$ cat src/hw/pipe_ctrl_map.svh
// Purpose: address map, field positions and codes of the pipe control bank
// Assumes: 8-bit register address, 16-bit register data
// Notes: included by the main module, the property module and the bench
`ifndef PIPE_CTRL_MAP_SVH
`define PIPE_CTRL_MAP_SVH

// register offsets, one 16-bit register each
`define PCR_PIPE1_OFS 8'h70
`define PCR_PIPE2_OFS 8'h72
`define PCR_PIPE3_OFS 8'h74
`define PCR_PIPE4_OFS 8'h76

// field positions
`define PCR_READY_BIT 4'hF
`define PCR_PENDING_BIT 4'hE
`define PCR_AUTOREPLY_BIT 4'hA
`define PCR_AUTOCLEAR_BIT 4'h9
`define PCR_FORCE0_BIT 4'h8
`define PCR_FORCE1_BIT 4'h7
`define PCR_TOGGLE_BIT 4'h6
`define PCR_BUSY_BIT 4'h5
`define PCR_RESP_HI 4'h1
`define PCR_RESP_LO 4'h0

// response field codes
`define PCR_RESP_NAK 2'h0
`define PCR_RESP_BUF 2'h1
`define PCR_RESP_STALL_A 2'h2
`define PCR_RESP_STALL_B 2'h3

// reset values
`define PCR_RESP_RESET 2'h0
`define PCR_RDATA_RESET 16'h0000

`endif

$ cat src/hw/pipe_ctrl_pkg.sv
// Purpose: types shared by the pipe control bank
// Assumes: four pipes
// Notes: field positions live in pipe_ctrl_map.svh
package pipe_ctrl_pkg;

  // per-pipe status and events from the engine and FIFO logic
  typedef struct packed {
    logic dirTx;           // pipe transmits
    logic readEndHandling; // read-end handling configured
    logic clearAfterRead;  // clear-after-read configured
    logic rxDataAvail;     // pulse: received data readable
    logic rxReadDone;      // pulse: received data fully read
    logic bufferClearCmd;  // pulse: software buffer clear
    logic txSpaceAvail;    // pulse: transmit data may be written
    logic txWriteDone;     // pulse: transmit data write done
    logic txDataPending;   // level: buffer holds sendable data
    logic txnStart;        // pulse: bus transaction begins
    logic txnDone;         // pulse: bus transaction ends
    logic txnGood;         // pulse: transaction ok, flip toggle
    logic tokenSeen;       // pulse: token addressed to pipe
    logic oversize;        // pulse: payload over max packet size
  } pipe_evt_s;

  // handshake the engine gives to the next token
  typedef enum logic [1:0] {
    ANS_NAK,
    ANS_DATA,
    ANS_ZLP,
    ANS_STALL
  } answer_e;

endpackage : pipe_ctrl_pkg

$ cat src/hw/pipe_control_register.sv
// Purpose: control and status registers of pipes one to four
// Assumes: engine and FIFO events arrive on ref_clk, one cycle each
// Notes: read data appear the cycle after the read strobe
//
// The implementer's own choice: strobed register access.
`timescale 1ns/1ps
`default_nettype none

`include "pipe_ctrl_map.svh"

module pipe_control_register (
  input wire logic ref_clk,
  input wire logic arst_n,
  input wire logic [7:0] busAddr,
  input wire logic [15:0] busWrData,
  input wire logic busWrStb,
  input wire logic busRdStb,
  output logic [15:0] busRdData,
  input wire pipe_ctrl_pkg::pipe_evt_s [3:0] pipeEvt,
  input wire logic busResetSeen,
  output pipe_ctrl_pkg::answer_e [3:0] pipeAnswer,
  output logic [3:0] notReadyEvt,
  output logic [3:0] toggleExpected,
  output logic [3:0] bufferInit
);

  // one-hot pipe select for an address, zero when unmapped
  function automatic logic [3:0] pipeHit(input logic [7:0] addr);
    logic [3:0] hit;
    hit = 4'h0;
    unique case (addr)
      `PCR_PIPE1_OFS: hit = 4'h1;
      `PCR_PIPE2_OFS: hit = 4'h2;
      `PCR_PIPE3_OFS: hit = 4'h4;
      `PCR_PIPE4_OFS: hit = 4'h8;
      default: hit = 4'h0;
    endcase
    return hit;
  endfunction : pipeHit

  // decoded write and read selects
  logic [3:0] wrHit;
  logic [3:0] rdHit;

  // software-owned control bits
  logic [3:0] autoReply; // auto-reply enable per pipe
  logic [3:0] autoClear; // buffer auto-clear enable per pipe

  // mixed-owned and hardware-owned state
  logic [1:0] respSel [4]; // response field per pipe
  logic [3:0] toggle; // expected data toggle
  logic [3:0] busy; // pipe in a bus transaction
  logic [3:0] pending; // registered transmit-data monitor
  logic [3:0] ready; // buffer-ready flags

  // assembled read words
  logic [15:0] readWord [4];
  logic [15:0] next_rdData;

  // address decode, shared by write and read paths
  always_comb begin
    wrHit = busWrStb ? pipeHit(busAddr) : 4'h0;
    rdHit = busRdStb ? pipeHit(busAddr) : 4'h0;
  end

  genvar p;
  generate
    for (p = 0; p < 4; p++) begin : gPipe

      // buffer-ready flag, emptied while auto-clear is on and no set arrives
      pipe_ready_flag uReady (
        .ref_clk(ref_clk),
        .arst_n(arst_n),
        .evt(pipeEvt[p]),
        .flush(autoClear[p]),
        .ready(ready[p])
      );

      // software control bits of this pipe
      always_ff @(posedge ref_clk or negedge arst_n) begin
        if (!arst_n) begin
          autoReply[p] <= 1'b0;
          autoClear[p] <= 1'b0;
        end else if (wrHit[p]) begin
          // plain read/write enables
          autoReply[p] <= busWrData[`PCR_AUTOREPLY_BIT];
          autoClear[p] <= busWrData[`PCR_AUTOCLEAR_BIT];
        end
      end

      // response field: hardware writes win over software
      always_ff @(posedge ref_clk or negedge arst_n) begin
        if (!arst_n) begin
          respSel[p] <= `PCR_RESP_RESET;
        end else if (pipeEvt[p].oversize) begin
          // oversized payload forces the second STALL code
          respSel[p] <= `PCR_RESP_STALL_B;
        end else if (busResetSeen) begin
          // bus reset returns the pipe to NAK
          respSel[p] <= `PCR_RESP_NAK;
        end else if (wrHit[p]) begin
          // software may write any code, ordering is its duty
          respSel[p] <= busWrData[`PCR_RESP_HI:`PCR_RESP_LO];
        end
      end

      // expected toggle: forced by software, flipped on success
      always_ff @(posedge ref_clk or negedge arst_n) begin
        if (!arst_n) begin
          toggle[p] <= 1'b0;
        end else if (wrHit[p] && busWrData[`PCR_FORCE0_BIT]) begin
          // force to DATA0, a zero written does nothing
          toggle[p] <= 1'b0;
        end else if (wrHit[p] && busWrData[`PCR_FORCE1_BIT]) begin
          // force to DATA1, a zero written does nothing
          toggle[p] <= 1'b1;
        end else if (pipeEvt[p].txnGood) begin
          // good transaction moves to the other toggle
          toggle[p] <= ~toggle[p];
        end
      end

      // busy flag: a start in the end cycle keeps it set
      always_ff @(posedge ref_clk or negedge arst_n) begin
        if (!arst_n) begin
          busy[p] <= 1'b0;
        end else if (pipeEvt[p].txnStart) begin
          busy[p] <= 1'b1;
        end else if (pipeEvt[p].txnDone) begin
          busy[p] <= 1'b0;
        end
      end

      // transmit monitor; on receive it follows the ready flag
      always_ff @(posedge ref_clk or negedge arst_n) begin
        if (!arst_n) begin
          pending[p] <= 1'b0;
        end else if (autoClear[p]) begin
          // auto-clear empties both halves of the buffer
          pending[p] <= 1'b0;
        end else begin
          pending[p] <= pipeEvt[p].txDataPending;
        end
      end

      // handshake for the next token, from field and mode
      always_ff @(posedge ref_clk or negedge arst_n) begin
        if (!arst_n) begin
          pipeAnswer[p] <= pipe_ctrl_pkg::ANS_NAK;
        end else begin
          unique case (respSel[p])
            // nak code
            `PCR_RESP_NAK: begin
              pipeAnswer[p] <= pipe_ctrl_pkg::ANS_NAK;
            end
            // buffer code, bent by auto-reply
            `PCR_RESP_BUF: begin
              if (!autoReply[p]) begin
                pipeAnswer[p] <= pipe_ctrl_pkg::ANS_DATA;
              end else if (pipeEvt[p].dirTx) begin
                pipeAnswer[p] <= pipe_ctrl_pkg::ANS_ZLP;
              end else begin
                pipeAnswer[p] <= pipe_ctrl_pkg::ANS_NAK;
              end
            end
            // both upper codes stall
            `PCR_RESP_STALL_A, `PCR_RESP_STALL_B: begin
              pipeAnswer[p] <= pipe_ctrl_pkg::ANS_STALL;
            end
          endcase
        end
      end

      // not-ready pulse for a receive token under auto-reply
      always_ff @(posedge ref_clk or negedge arst_n) begin
        if (!arst_n) begin
          notReadyEvt[p] <= 1'b0;
        end else begin
          notReadyEvt[p] <= pipeEvt[p].tokenSeen
            && autoReply[p] && !pipeEvt[p].dirTx
            && (respSel[p] == `PCR_RESP_BUF);
        end
      end

      // outward copies of toggle and buffer initialise
      always_ff @(posedge ref_clk or negedge arst_n) begin
        if (!arst_n) begin
          toggleExpected[p] <= 1'b0;
          bufferInit[p] <= 1'b0;
        end else begin
          toggleExpected[p] <= toggle[p];
          bufferInit[p] <= autoClear[p];
        end
      end

      // read word; unassigned and force bits stay zero
      always_comb begin
        readWord[p] = `PCR_RDATA_RESET;
        readWord[p][`PCR_READY_BIT] = ready[p];
        // on receive the monitor mirrors the ready flag
        readWord[p][`PCR_PENDING_BIT] =
          pipeEvt[p].dirTx ? pending[p] : ready[p];
        readWord[p][`PCR_AUTOREPLY_BIT] = autoReply[p];
        readWord[p][`PCR_AUTOCLEAR_BIT] = autoClear[p];
        readWord[p][`PCR_TOGGLE_BIT] = toggle[p];
        readWord[p][`PCR_BUSY_BIT] = busy[p];
        readWord[p][`PCR_RESP_HI:`PCR_RESP_LO] = respSel[p];
      end

    end
  endgenerate

  // read mux; an unmapped address or idle cycle gives zero
  always_comb begin
    next_rdData = `PCR_RDATA_RESET;
    for (int i = 0; i < 4; i++) begin
      if (rdHit[i]) begin
        next_rdData = readWord[i];
      end
    end
  end

  // read data stand for exactly one cycle after the strobe
  always_ff @(posedge ref_clk or negedge arst_n) begin
    if (!arst_n) begin
      busRdData <= `PCR_RDATA_RESET;
    end else begin
      busRdData <= next_rdData;
    end
  end

endmodule : pipe_control_register

`default_nettype wire

$ cat src/hw/pipe_ready_flag.sv
// Purpose: buffer-ready flag of one pipe
// Assumes: event inputs are one-cycle pulses on ref_clk
// Notes: set wins over clear in the same cycle
`timescale 1ns/1ps
`default_nettype none

module pipe_ready_flag (
  input wire logic ref_clk,
  input wire logic arst_n,
  input wire pipe_ctrl_pkg::pipe_evt_s evt,
  input wire logic flush,
  output logic ready
);

  // set and clear terms chosen by direction and read modes
  logic setReady;
  logic clrReady;

  // decode of the direction / read-end / clear-after-read combination
  always_comb begin
    if (evt.dirTx) begin
      // transmit: writable space, cleared by write completion
      setReady = evt.txSpaceAvail;
      clrReady = evt.txWriteDone;
    end else if (evt.readEndHandling && !evt.clearAfterRead) begin
      // read-end handling: held until the buffer clear command
      setReady = evt.rxDataAvail;
      clrReady = evt.bufferClearCmd;
    end else begin
      // basic receive, or both modes on: cleared by full read
      setReady = evt.rxDataAvail;
      clrReady = evt.rxReadDone;
    end
  end

  // flag register; a set wins over a flush in the same cycle
  always_ff @(posedge ref_clk or negedge arst_n) begin
    if (!arst_n) begin
      ready <= 1'b0;
    end else if (setReady) begin
      ready <= 1'b1;
    end else if (clrReady || flush) begin
      ready <= 1'b0;
    end
  end

endmodule : pipe_ready_flag

`default_nettype wire

$ cat config.mk
export PLATFORM = sky130hd
export DESIGN_NAME = pipe_control_register
export DESIGN_NICKNAME = d
export VERILOG_FILES = /design/src/hw/pipe_ctrl_pkg.sv /design/src/hw/pipe_control_register.sv /design/src/hw/pipe_ready_flag.sv
export VERILOG_INCLUDE_DIRS = /design/src /design/src/hw
export SDC_FILE = /design/constraint.sdc
export NUM_CORES = 1
export LEC_CHECK = 0
export ABC_AREA = 1
export BUFFER_PORTS_ARGS = -buffer_cell sky130_fd_sc_hd__buf_4
export CAP_MARGIN = 15
export CELL_PAD_IN_SITES_DETAIL_PLACEMENT = 1
export CELL_PAD_IN_SITES_GLOBAL_PLACEMENT = 1
export CORE_UTILIZATION = 34
export DETAILED_ROUTE_END_ITERATION = 8
export GPL_TIMING_DRIVEN = 0
export PLACE_DENSITY_LB_ADDON = 0.1
export SYNTH_ARGS = -nofsm -noshare
export SYNTH_HDL_FRONTEND = slang
export SYNTH_HIERARCHICAL = 1
export SYNTH_SLANG_ARGS = --single-unit
$ cat constraint.sdc
create_clock -name ref_clk -period 1.5 [get_ports ref_clk]
set_clock_uncertainty 0.15 [all_clocks]
set_input_delay 0.45 -clock ref_clk [delete_from_list [all_inputs] [get_ports ref_clk]]
set_output_delay 0.45 -clock ref_clk [all_outputs]
set_load 0.03 [all_outputs]
==> results.tsv, run 1 <==
metric	value	unit
status	completed	
Synth-to-Final Area Change	41.6	%
Final setup viols	0	
Synth Instances	323	
first-pass GRT wire length	12400	µm
Core Region	7890	µm²
switching component of the power	1.25	mW
share of cells above drive strength 1	33.1	%
DRC viols	0	
Initial DRT Pass Iterations	4	
post-synthesis sequential element count	60	
Max VDD drop	0.512	mV
Final ANT Viol Nets	0	
TritonCTS buffer count	9	
Hold Slack	22.4	ps
detailed placement HPWL	5670	µm
reg-to-reg slack, setup	360	ps
Critical Path Source Type	register	
clock sink count	60	
max incr delay on CP	400	ps
Comb power frac	18.9	%
Slew HR	49.3	%
Int Power	3.31	mW
drt wl/cell	13.7	µm
Setup Crit Path Kind	reg2out	
DP Area	3740	µm²
Worst Path Buf+Inv	1	
Area contributors post-synth	dfrtp_1 53%, nand2_1 10%, inv_1 6.2%	
vias	2605	
CP max FO	1	
CTS tree	done	
post-synth design cell area	2830	µm²
Die Span Y	93.2	µm
Max Cap Viol	0	
Tot Pwr	4.56	mW
# rows	32	
capturing point of the worst reg2reg path	busRdData[14]$_DFF_PN0_	
Pwr Density	1140	nW/µm²
worst path cell trace	buf_6	
Setup crit end	notReadyEvt[1]	
Critical Path RT	900	ps
Synth Area per Inst	8.76	µm²
worst skew pair latency	330	ps
grt total ovfl	0	
Post-CTS Setup Inserts	0	
Routed WL	7510	µm
area leader, netlist	dfrtp_1	
final hold violation count	0	
Data arrival, critical path	880	ps
HP Class	in2async	
fin cells	549	
H-tree Lvls	3	
CP Depth	1	
worst r2r path cells	3	
Die W	93.2	µm
vias in the first global route	2691	
Post-Place Cells	533	
RD Place Congestion	0.799	
initial DRC count	50	
Port Buf Inserts	101	
switching part of the total	27.5	%
leading cell types in the layout, fill and taps excluded	103 x buf_4, 76 x nand2_1, 60 x dfrtp_1	
GRT Util Overall	18.5	%
Sum Neg Setup Slack	0	ps
Die Area	8690	µm²
CTS clk-pin slew, worst paths	70	ps
Flop pwr share	42.7	%
RSZ-0062 raised after global routing	true	
Synth cell types	28	
largest net degree at the start of global routing	61	
crit path launch	notReadyEvt[1]$_DFF_PN0_	
Final min period	1480	ps
top cell type's share of synthesized area	53.1	%
commonest non-fill, non-tap cell in the layout	buf_4	
initial antenna violation count	0	
Synthesis Warnings	6	
CP max-delay cell	dfrtp_1	
Worst-Margin Slew	761	ps
CP Capture Type	primary output	
final net count	527	
CTS root buf	clkbuf_8	
clock buffer depth	2	
post-synthesis sequential area ratio	53.1	%
antenna fix cells	0	
fin crit share	98.5	%
Leak Pwr	2.12	nW
clock share of power	38.4	%
Ports	121	
fin area	4010	µm²
DR vias/cell	4.74	
R2R Path Start	gPipe[1].uReady/ready$_DFFE_PN0P_	
FMAX	677	MHz
Slew Viols, Final	0	
fill cell count	987	
CP top delay family	flip-flops	
initial core utilization	35.9	%
through the flow:
stage	setup WS [ps]	util (%)
floorplan	51.7	-
global placement	-260	47.4
detailed placement	-270	47.4
CTS	0.984	50.5
global route	-4.25	50.8
finish	22.1	50.8
sequential cells by signal, summed over array words and instances, names as in the netlist:
name and count:
gPipe.uReady/ready 4, busRdData 8, bufferInit 4, notReadyEvt 4, autoReply 4, readWord 12, busy 4, autoClear 4
pending 4, toggleExpected 4, pipeAnswer 8
how the worst min path moves through the flow:
stage / from / end / slack, ps / cells past startpoint
final: arst_n / busy[3]$_DFFE_PN0P_ / 20 / 1
after global routing: arst_n / busy[3]$_DFFE_PN0P_ / 90 / 1
after CTS: arst_n / toggleExpected[1]$_DFF_PN0_ / 60 / 1
after detailed placement: readWord[22]$_DFFE_PN0P_ / toggleExpected[2]$_DFF_PN0_ / 260 / 0
after global placement: readWord[6]$_DFFE_PN0P_ / toggleExpected[3]$_DFF_PN0_ / 260 / 0
after floorplan: arst_n / autoClear[0]$_DFFE_PN0N_ / 4 / 0
synth_stat cells, drive strengths merged:
cell type	n
o21bai	4
nand2	80
clkinv	1
nand3	22
mux2	3
nor2	29
nand4	15
a21oi	7
nor3	1
o21ai	28
xnor2	4
nor4	3
buf	11
dfrtp	60
conb	1
a22oi	1
mux2i	4
inv	49
power by group through the flow:
stage          Combinational, mW  Sequential, mW  Clock (mW)
2_1_floorplan              0.291            2.10           0
3_3_place_gp               0.833            1.96           0
3_5_place_dp               0.851            1.97           0
4_1_cts                    0.858            1.94        1.78
5_1_grt                    0.938            1.97        1.86
6_report                   0.865            1.95        1.75
repair_timing:
action	in CTS	in global routing
resized for setup	0	7
endpoints found under the setup margin	0	7
hold buffers	0	0
logic make-up after synthesis:
group                     after synthesis  share of synthesized area, %
and+or+nand+nor                       150                          25.7
buffers and inverters                  61                          9.73
DFF                                    60                          53.1
AOI/OAI and AO/OA                      40                          7.52
muxes                                   7                          2.61
xor gates and xnor gates                4                          1.24
other                                   1                         0.132
final cells by class:
type / instances / area [µm²] / share of cell area, %
inverters: 50 / 188 / 4.68
clock inverters: 6 / 111 / 2.78
clock buffers: 10 / 128 / 3.19
flip-flops and latches: 60 / 1500 / 37.5
repair buffers: 101 / 781 / 19.5
multi-input cells: 209 / 1080 / 27.0
plain buffers: 11 / 87.6 / 2.19
well taps: 102 / 128 / 3.19
per-layer routing:
metal | GRT usage (%) | share of wire, %
met1 | 22.6 | 42
met2 | 32.3 | 50
met3 | 3.66 | 6.1
met4 | 6.92 | 1.6
met5 | 0 | 0
Note: power is estimated with default switching activity, not from simulation.
==> inputs of run 2 (changes only) <==
--- a/config.mk
+++ b/config.mk
@@ -12,6 +12,7 @@
 export CELL_PAD_IN_SITES_DETAIL_PLACEMENT = 1
 export CELL_PAD_IN_SITES_GLOBAL_PLACEMENT = 1
 export CORE_UTILIZATION = 34
+export CTS_BUF_LIST = sky130_fd_sc_hd__clkbuf_16
 export DETAILED_ROUTE_END_ITERATION = 8
 export GPL_TIMING_DRIVEN = 0
 export PLACE_DENSITY_LB_ADDON = 0.1
==> run 2 against run 1 <==
- count of clock-buffer cells in the layout is 1 lower
- global-route usage rose by 0.62 points
- maximum frequency increased by 0.13%
- sequential power about the same
- setup slack better by 2.0 ps
- routed wire length up 2.5%
- sequential share of layout area shrank 0.72 points
- highest routed layer unchanged
==> results.tsv, run 2 (synthesis results as in run 1) <==
metric	value	unit	change
RSZ-0062 raised after global routing	false		was true
GRT Util Overall	19.2	%	was 18.5%
DP Area	3740	µm²	unchanged
Hold Buf Count CTS	0		unchanged
DR vias/cell	4.74		about the same
final hold violation count	0		unchanged
Worst-Margin Slew	769	ps	was 761 ps
antenna fix cells	0		unchanged
final core area utilization	51.8	%	was 50.8%
Max Cap Viol	0		unchanged
vias in the first global route	2719		was 2691
initial antenna violation count	0		unchanged
cts repair resizes	0		unchanged
share of cells above drive strength 1	33.1	%	unchanged
Slew HR	48.8	%	was 49.3%
Final ANT Viol Nets	0		unchanged
initial core utilization	35.9	%	unchanged
crit path launch	notReadyEvt[1]$_DFF_PN0_		unchanged
commonest non-fill, non-tap cell in the layout	buf_4		unchanged
status	completed		unchanged
final net count	527		unchanged
Data arrival, critical path	880	ps	about the same
fin worst setup slack	24.0	ps	was 22.1 ps
first-pass GRT wire length	12700	µm	was 12400 µm
Initial DRT Pass Iterations	4		unchanged
CTS tree	done		unchanged
CTS root buf	clkbuf_16		was clkbuf_8
CTS clk-pin slew, worst paths	50	ps	was 70 ps
Setup Crit Path Kind	reg2out		unchanged
gr busiest metal	met2		unchanged
max incr delay on CP	380	ps	was 400 ps
CP max-delay cell	dfrtp_1		unchanged
Post-Place Cells	533		unchanged
FMAX	678	MHz	was 677 MHz
RD Place Congestion	0.799		unchanged
fin crit share	98.4	%	was 98.5%
grt total ovfl	0		unchanged
clock buffer depth	2		unchanged
Post-CTS Setup Inserts	0		unchanged
CP max FO	1		unchanged
Critical Path RT	900	ps	about the same
Critical Path Source Type	register		unchanged
worst path cell trace	buf_4		was buf_6
fin cells	549		unchanged
clock sink count	60		unchanged
CP Capture Type	primary output		unchanged
capturing point of the worst reg2reg path	busRdData[14]$_DFF_PN0_		unchanged
TritonCTS buffer count	9		unchanged
met3 Resource Use GR	4.23	%	was 3.66%
Die Area	8690	µm²	unchanged
Leak Pwr	2.16	nW	was 2.12 nW
HP Class	in2async		unchanged
Port Buf Inserts	101		unchanged
pre-CTS setup slack	-270	ps	unchanged
Pwr Density	1260	nW/µm²	was 1140 nW/µm²
CP top delay family	flip-flops		unchanged
vias	2604		was 2605
worst skew pair latency	320	ps	was 330 ps
fin area	4090	µm²	was 4010 µm²
Tot Pwr	5.13	mW	was 4.56 mW
max FFs per register	12		unchanged
Routed WL	7700	µm	was 7510 µm
Ports	121		unchanged
routing usage on met2	33.2	%	was 32.3%
Final min period	1480	ps	about the same
leading cell types in the layout, fill and taps excluded	109 x buf_4, 76 x nand2_1, 60 x dfrtp_1		was 103 x buf_4, 76 x nand2_1, 60 x dfrtp_1
Worst Path Buf+Inv	1		unchanged
worst r2r path cells	3		unchanged
Max VDD drop	0.522	mV	was 0.512 mV
H-tree Lvls	3		unchanged
drt wl/cell	14.0	µm	was 13.7 µm
Slew Viols, Final	0		unchanged
initial DRC count	53		was 50
met1 GRT Util	23.1	%	was 22.6%
# rows	32		unchanged
reg-to-reg slack, setup	350	ps	was 360 ps
largest net degree at the start of global routing	61		unchanged
Final setup viols	0		unchanged
Core Region	7890	µm²	unchanged
detailed placement HPWL	5670	µm	unchanged
Die Span Y	93.2	µm	unchanged
R2R Path Start	gPipe[1].uReady/ready$_DFFE_PN0P_		unchanged
DRC viols	0		unchanged
Die W	93.2	µm	unchanged
Synth-to-Final Area Change	44.3	%	was 41.6%
==> run 2: changes by cell type in the layout (fill, tap and decap cells not counted) <==
cell,before,now
inv_1,47,48
buf_6,8,2
clkbuf_8,9,0
buf_4,103,109
clkbuf_16,0,9
clkbuf_1,1,0
==> run 2: worst max-delay path by stage <==
| stage | to | slack, ps | cells past startpoint |
|---|---|---|---|
| 2_1_floorplan | busRdData[1]$_DFF_PN0_ | 50 | 9 |
| 3_3_place_gp | busRdData[1]$_DFF_PN0_ | -260 | 10 |
| 3_5_place_dp | busRdData[1]$_DFF_PN0_ | -270 | 10 |
| 4_1_cts | notReadyEvt[1] | 20 | 1 |
| 5_1_grt | notReadyEvt[1] | 4 | 1 |
| 6_report | notReadyEvt[1] | 20 | 1 |
==> run 2: per-stage QoR <==
step	hold WS (ps)	setup TNS, ps
3_5_place_dp	263	-4010
6_report	31.4	0
4_1_cts	80.0	0
3_3_place_gp	255	-3530
2_1_floorplan	4.41	0
5_1_grt	101	0
==> run 2: metal layers <==
| metal | routed length, µm | vias to the layer above | part of all wire [%] |
|---|---|---|---|
| met2 | 3880 | 89 | 50 |
| met4 | 130 | 0 | 1.7 |
| met3 | 454 | 11 | 5.9 |
| li1 | - | 1262 | - |
| met5 | 0 | - | 0 |
| met1 | 3230 | 1242 | 42 |
==> run 2: layout make-up <==
type                       count  area [µm²]
buffer                        11        87.6
clock buffer                   9         225
clock inverter                 7         115
fill                         978        3800
inverter                      50         188
multi-input combinational    209        1080
sequential                    60        1500
tap                          102         128
timing repair buffer         101         758
==> run 2: where the power goes <==
part	leakage [nW]	switching [mW]	internal (mW)
combinational	1.26	0.479	0.373
sequential	0.736	0.132	1.81
clock	0.167	0.714	1.62
total	2.16	1.33	3.80
==> inputs of run 3 (changes only) <==
--- a/config.mk
+++ b/config.mk
@@ -9,7 +9,7 @@
 export ABC_AREA = 1
 export BUFFER_PORTS_ARGS = -buffer_cell sky130_fd_sc_hd__buf_4
 export CAP_MARGIN = 15
-export CELL_PAD_IN_SITES_DETAIL_PLACEMENT = 1
+export CELL_PAD_IN_SITES_DETAIL_PLACEMENT = 0
 export CELL_PAD_IN_SITES_GLOBAL_PLACEMENT = 1
 export CORE_UTILIZATION = 34
 export CTS_BUF_LIST = sky130_fd_sc_hd__clkbuf_16
@@ -18,5 +18,4 @@
 export PLACE_DENSITY_LB_ADDON = 0.1
 export SYNTH_ARGS = -nofsm -noshare
 export SYNTH_HDL_FRONTEND = slang
-export SYNTH_HIERARCHICAL = 1
 export SYNTH_SLANG_ARGS = --single-unit
==> run 3 against run 2 <==
- synthesized cell count grew 1.5%
- final cell count up 1.3%
- sequential power about the same
- clock power is 8.6% lower
- global-route usage fell by 1.1 points
==> results.tsv, run 3 <==
metric	value	unit	change
detailed placement HPWL	5490	µm	was 5670 µm
RSZ-0062 raised after global routing	false		unchanged
most frequent cells after synthesis	66 x nand2_1, 60 x dfrtp_1, 47 x inv_1, 33 x o21ai_0, 23 x nor2_1		was 76 x nand2_1, 60 x dfrtp_1, 47 x inv_1, 28 x o21ai_0, 23 x nor2_1
# rows	33		was 32
Synth Instances	328		was 323
Worst Path Buf+Inv	1		unchanged
drt wl/cell	12.9	µm	was 14.0 µm
Die W	94.0	µm	was 93.2 µm
vias	2561		was 2604
Worst-Margin Slew	759	ps	was 769 ps
final core area utilization	50.2	%	was 51.8%
Port Buf Inserts	101		unchanged
HP Class	in2async		unchanged
Routed WL	7200	µm	was 7700 µm
top cell type's share of synthesized area	52.1	%	was 53.1%
number of synthesized flops with an enable pin	0		unchanged
share of cells above drive strength 1	33.7	%	was 33.1%
Initial DRT Pass Iterations	4		unchanged
CP max-delay cell	dfrtp_1		unchanged
Final min period	1470	ps	was 1480 ps
Max VDD drop	0.679	mV	was 0.522 mV
post-synthesis sequential area ratio	52.1	%	was 53.1%
Critical Path Source Type	register		unchanged
Synth-to-Final Area Change	43.1	%	was 44.3%
Synth cell types	33		was 28
Synthesis Warnings	0		was 6
Synth Area per Inst	8.78	µm²	was 8.76 µm²
R2R Path Start	readWord[17]$_DFFE_PN0P_		was gPipe[1].uReady/ready$_DFFE_PN0P_
CP top delay family	flip-flops		unchanged
FMAX	680	MHz	was 678 MHz
leading cell types in the layout, fill and taps excluded	109 x buf_4, 66 x nand2_1, 60 x dfrtp_1		was 109 x buf_4, 76 x nand2_1, 60 x dfrtp_1
final hold violation count	0		unchanged
Slew Viols, Final	0		unchanged
fin area	4120	µm²	was 4090 µm²
status	completed		unchanged
area leader, netlist	dfrtp_1		unchanged
Tot Pwr	4.91	mW	was 5.13 mW
ys flop type	dfrtp_1		unchanged
vias in the first global route	2491		was 2719
RD Place Congestion	0.794		was 0.799
DP Area	3800	µm²	was 3740 µm²
H-tree Lvls	3		unchanged
Final ANT Viol Nets	0		unchanged
Die Span Y	94.0	µm	was 93.2 µm
DRC viols	0		unchanged
initial core utilization	35.1	%	was 35.9%
CP Capture Type	primary output		unchanged
most frequent cell after synthesis	nand2_1		unchanged
capturing point of the worst reg2reg path	busRdData[1]$_DFF_PN0_		was busRdData[14]$_DFF_PN0_
worst skew pair latency	320	ps	about the same
initial antenna violation count	0		unchanged
Core Region	8220	µm²	was 7890 µm²
worst r2r path cells	4		was 3
Pwr Density	1190	nW/µm²	was 1260 nW/µm²
grt total ovfl	0		unchanged
Max Cap Viol	0		unchanged
Critical Path RT	900	ps	about the same
Post-CTS Setup Inserts	0		unchanged
Final setup viols	0		unchanged
TritonCTS buffer count	9		unchanged
largest net degree at the start of global routing	61		unchanged
final net count	532		was 527
first-pass GRT wire length	12000	µm	was 12700 µm
antenna fix cells	0		unchanged
Leak Pwr	2.13	nW	was 2.16 nW
post-synth design cell area	2880	µm²	was 2830 µm²
DR vias/cell	4.61		was 4.74
Die Area	8840	µm²	was 8690 µm²
CTS tree	done		unchanged
CTS clk-pin slew, worst paths	50	ps	about the same
Ports	121		unchanged
CTS root buf	clkbuf_16		unchanged
Slew HR	49.4	%	was 48.8%
Area contributors post-synth	dfrtp_1 52%, nand2_1 8.6%, inv_1 6.1%		was dfrtp_1 53%, nand2_1 10%, inv_1 6.2%
worst path cell trace	buf_4		unchanged
initial DRC count	117		was 53
clock buffer depth	2		unchanged
fill cell count	816		was 978
post-synthesis sequential element count	60		unchanged
commonest non-fill, non-tap cell in the layout	buf_4		unchanged
max FFs per register	12		unchanged
clock sink count	60		unchanged
Setup Crit Path Kind	reg2out		unchanged
fin crit share	98.0	%	was 98.4%
fraction of registers with async set/reset	100	%	unchanged
max incr delay on CP	380	ps	about the same
Data arrival, critical path	870	ps	was 880 ps
CP max FO	1		unchanged
GRT Util Overall	18.1	%	was 19.2%
reg-to-reg slack, setup	410	ps	was 350 ps
Hold Slack	56.8	ps	was 31.4 ps
[run 3: how the worst max path moves through the flow]
stage | startpoint | endpoint | slack [ps] | cells after the start
2_1_floorplan | busAddr[5] | busRdData[10]$_DFF_PN0_ | 100 | 7
3_3_place_gp | busAddr[3] | busRdData[14]$_DFF_PN0_ | -240 | 8
3_5_place_dp | busAddr[3] | busRdData[5]$_DFF_PN0_ | -270 | 8
4_1_cts | busRdData[10]$_DFF_PN0_ | busRdData[10] | 30 | 1
5_1_grt | pipeAnswer[6]$_DFF_PN0_ | pipeAnswer[6] | 10 | 1
6_report | busRdData[10]$_DFF_PN0_ | busRdData[10] | 30 | 1
[run 3: worst register-to-register path, cell delays in order (launching register included)]
cell and delay [ps]:
dfrtp_1 380, inv_1 120, o2111ai_1 160, nand2_1 120
nand2_1 50
[run 3: through the flow]
step / worst slack (ps) / setup TNS (ps) / cells
6_report: 30.2 / 0 / 556
5_1_grt: 13.8 / 0 / 556
4_1_cts: 28.0 / 0 / 556
3_5_place_dp: -269 / -3640 / 541
3_3_place_gp: -244 / -3160 / 541
2_1_floorplan: 98.6 / 0 / 335
[run 3: where the power goes]
part           switching (mW)  internal (mW)  total (mW)
Clock                   0.701           1.43        2.13
Sequential              0.119           1.81        1.93
Combinational           0.480          0.372       0.852
[run 3: routing by layer]
metal  track usage (%)  share of wire [%]  vias to the layer above  wire length [µm]
met1              23.6                 45                     1179              3220
met2              28.5                 48                       68              3450
met3              3.48                4.5                       16               325
li1                  -                  -                     1298                 -
met4              9.23                2.8                        0               203
met5                 0                  0                        -                 0
[run 3: what timing repair did]
item                       4_1_cts  5_1_grt
hold buffers                     0        0
gates resized for setup          0        4
setup endpoints to repair        0        9
[run 3: final cells by class]
cell class	count	area [µm²]	share of cell area, %
Buffer	11	80.1	1.94
Clock buffer	9	225	5.46
Clock inverter	6	81.3	1.97
Inverter	52	196	4.76
Multi-Input combinational cell	212	1150	27.9
Sequential cell	60	1500	36.4
Tap cell	105	131	3.19
Timing Repair Buffer	101	758	18.4
[run 3: logic make-up (layout without fill, tap and decap cells)]
group | after synthesis | count (layout) | share of synthesized area (%)
DFF | 60 | 60 | 52.1
xor gates and xnor gates | 4 | 4 | 1.22
AOI/OAI and AO/OA | 54 | 54 | 10.7
buffers and inverters | 63 | 179 | 9.60
other | 1 | 8 | 0.130
and+or+nand+nor | 146 | 146 | 26.2
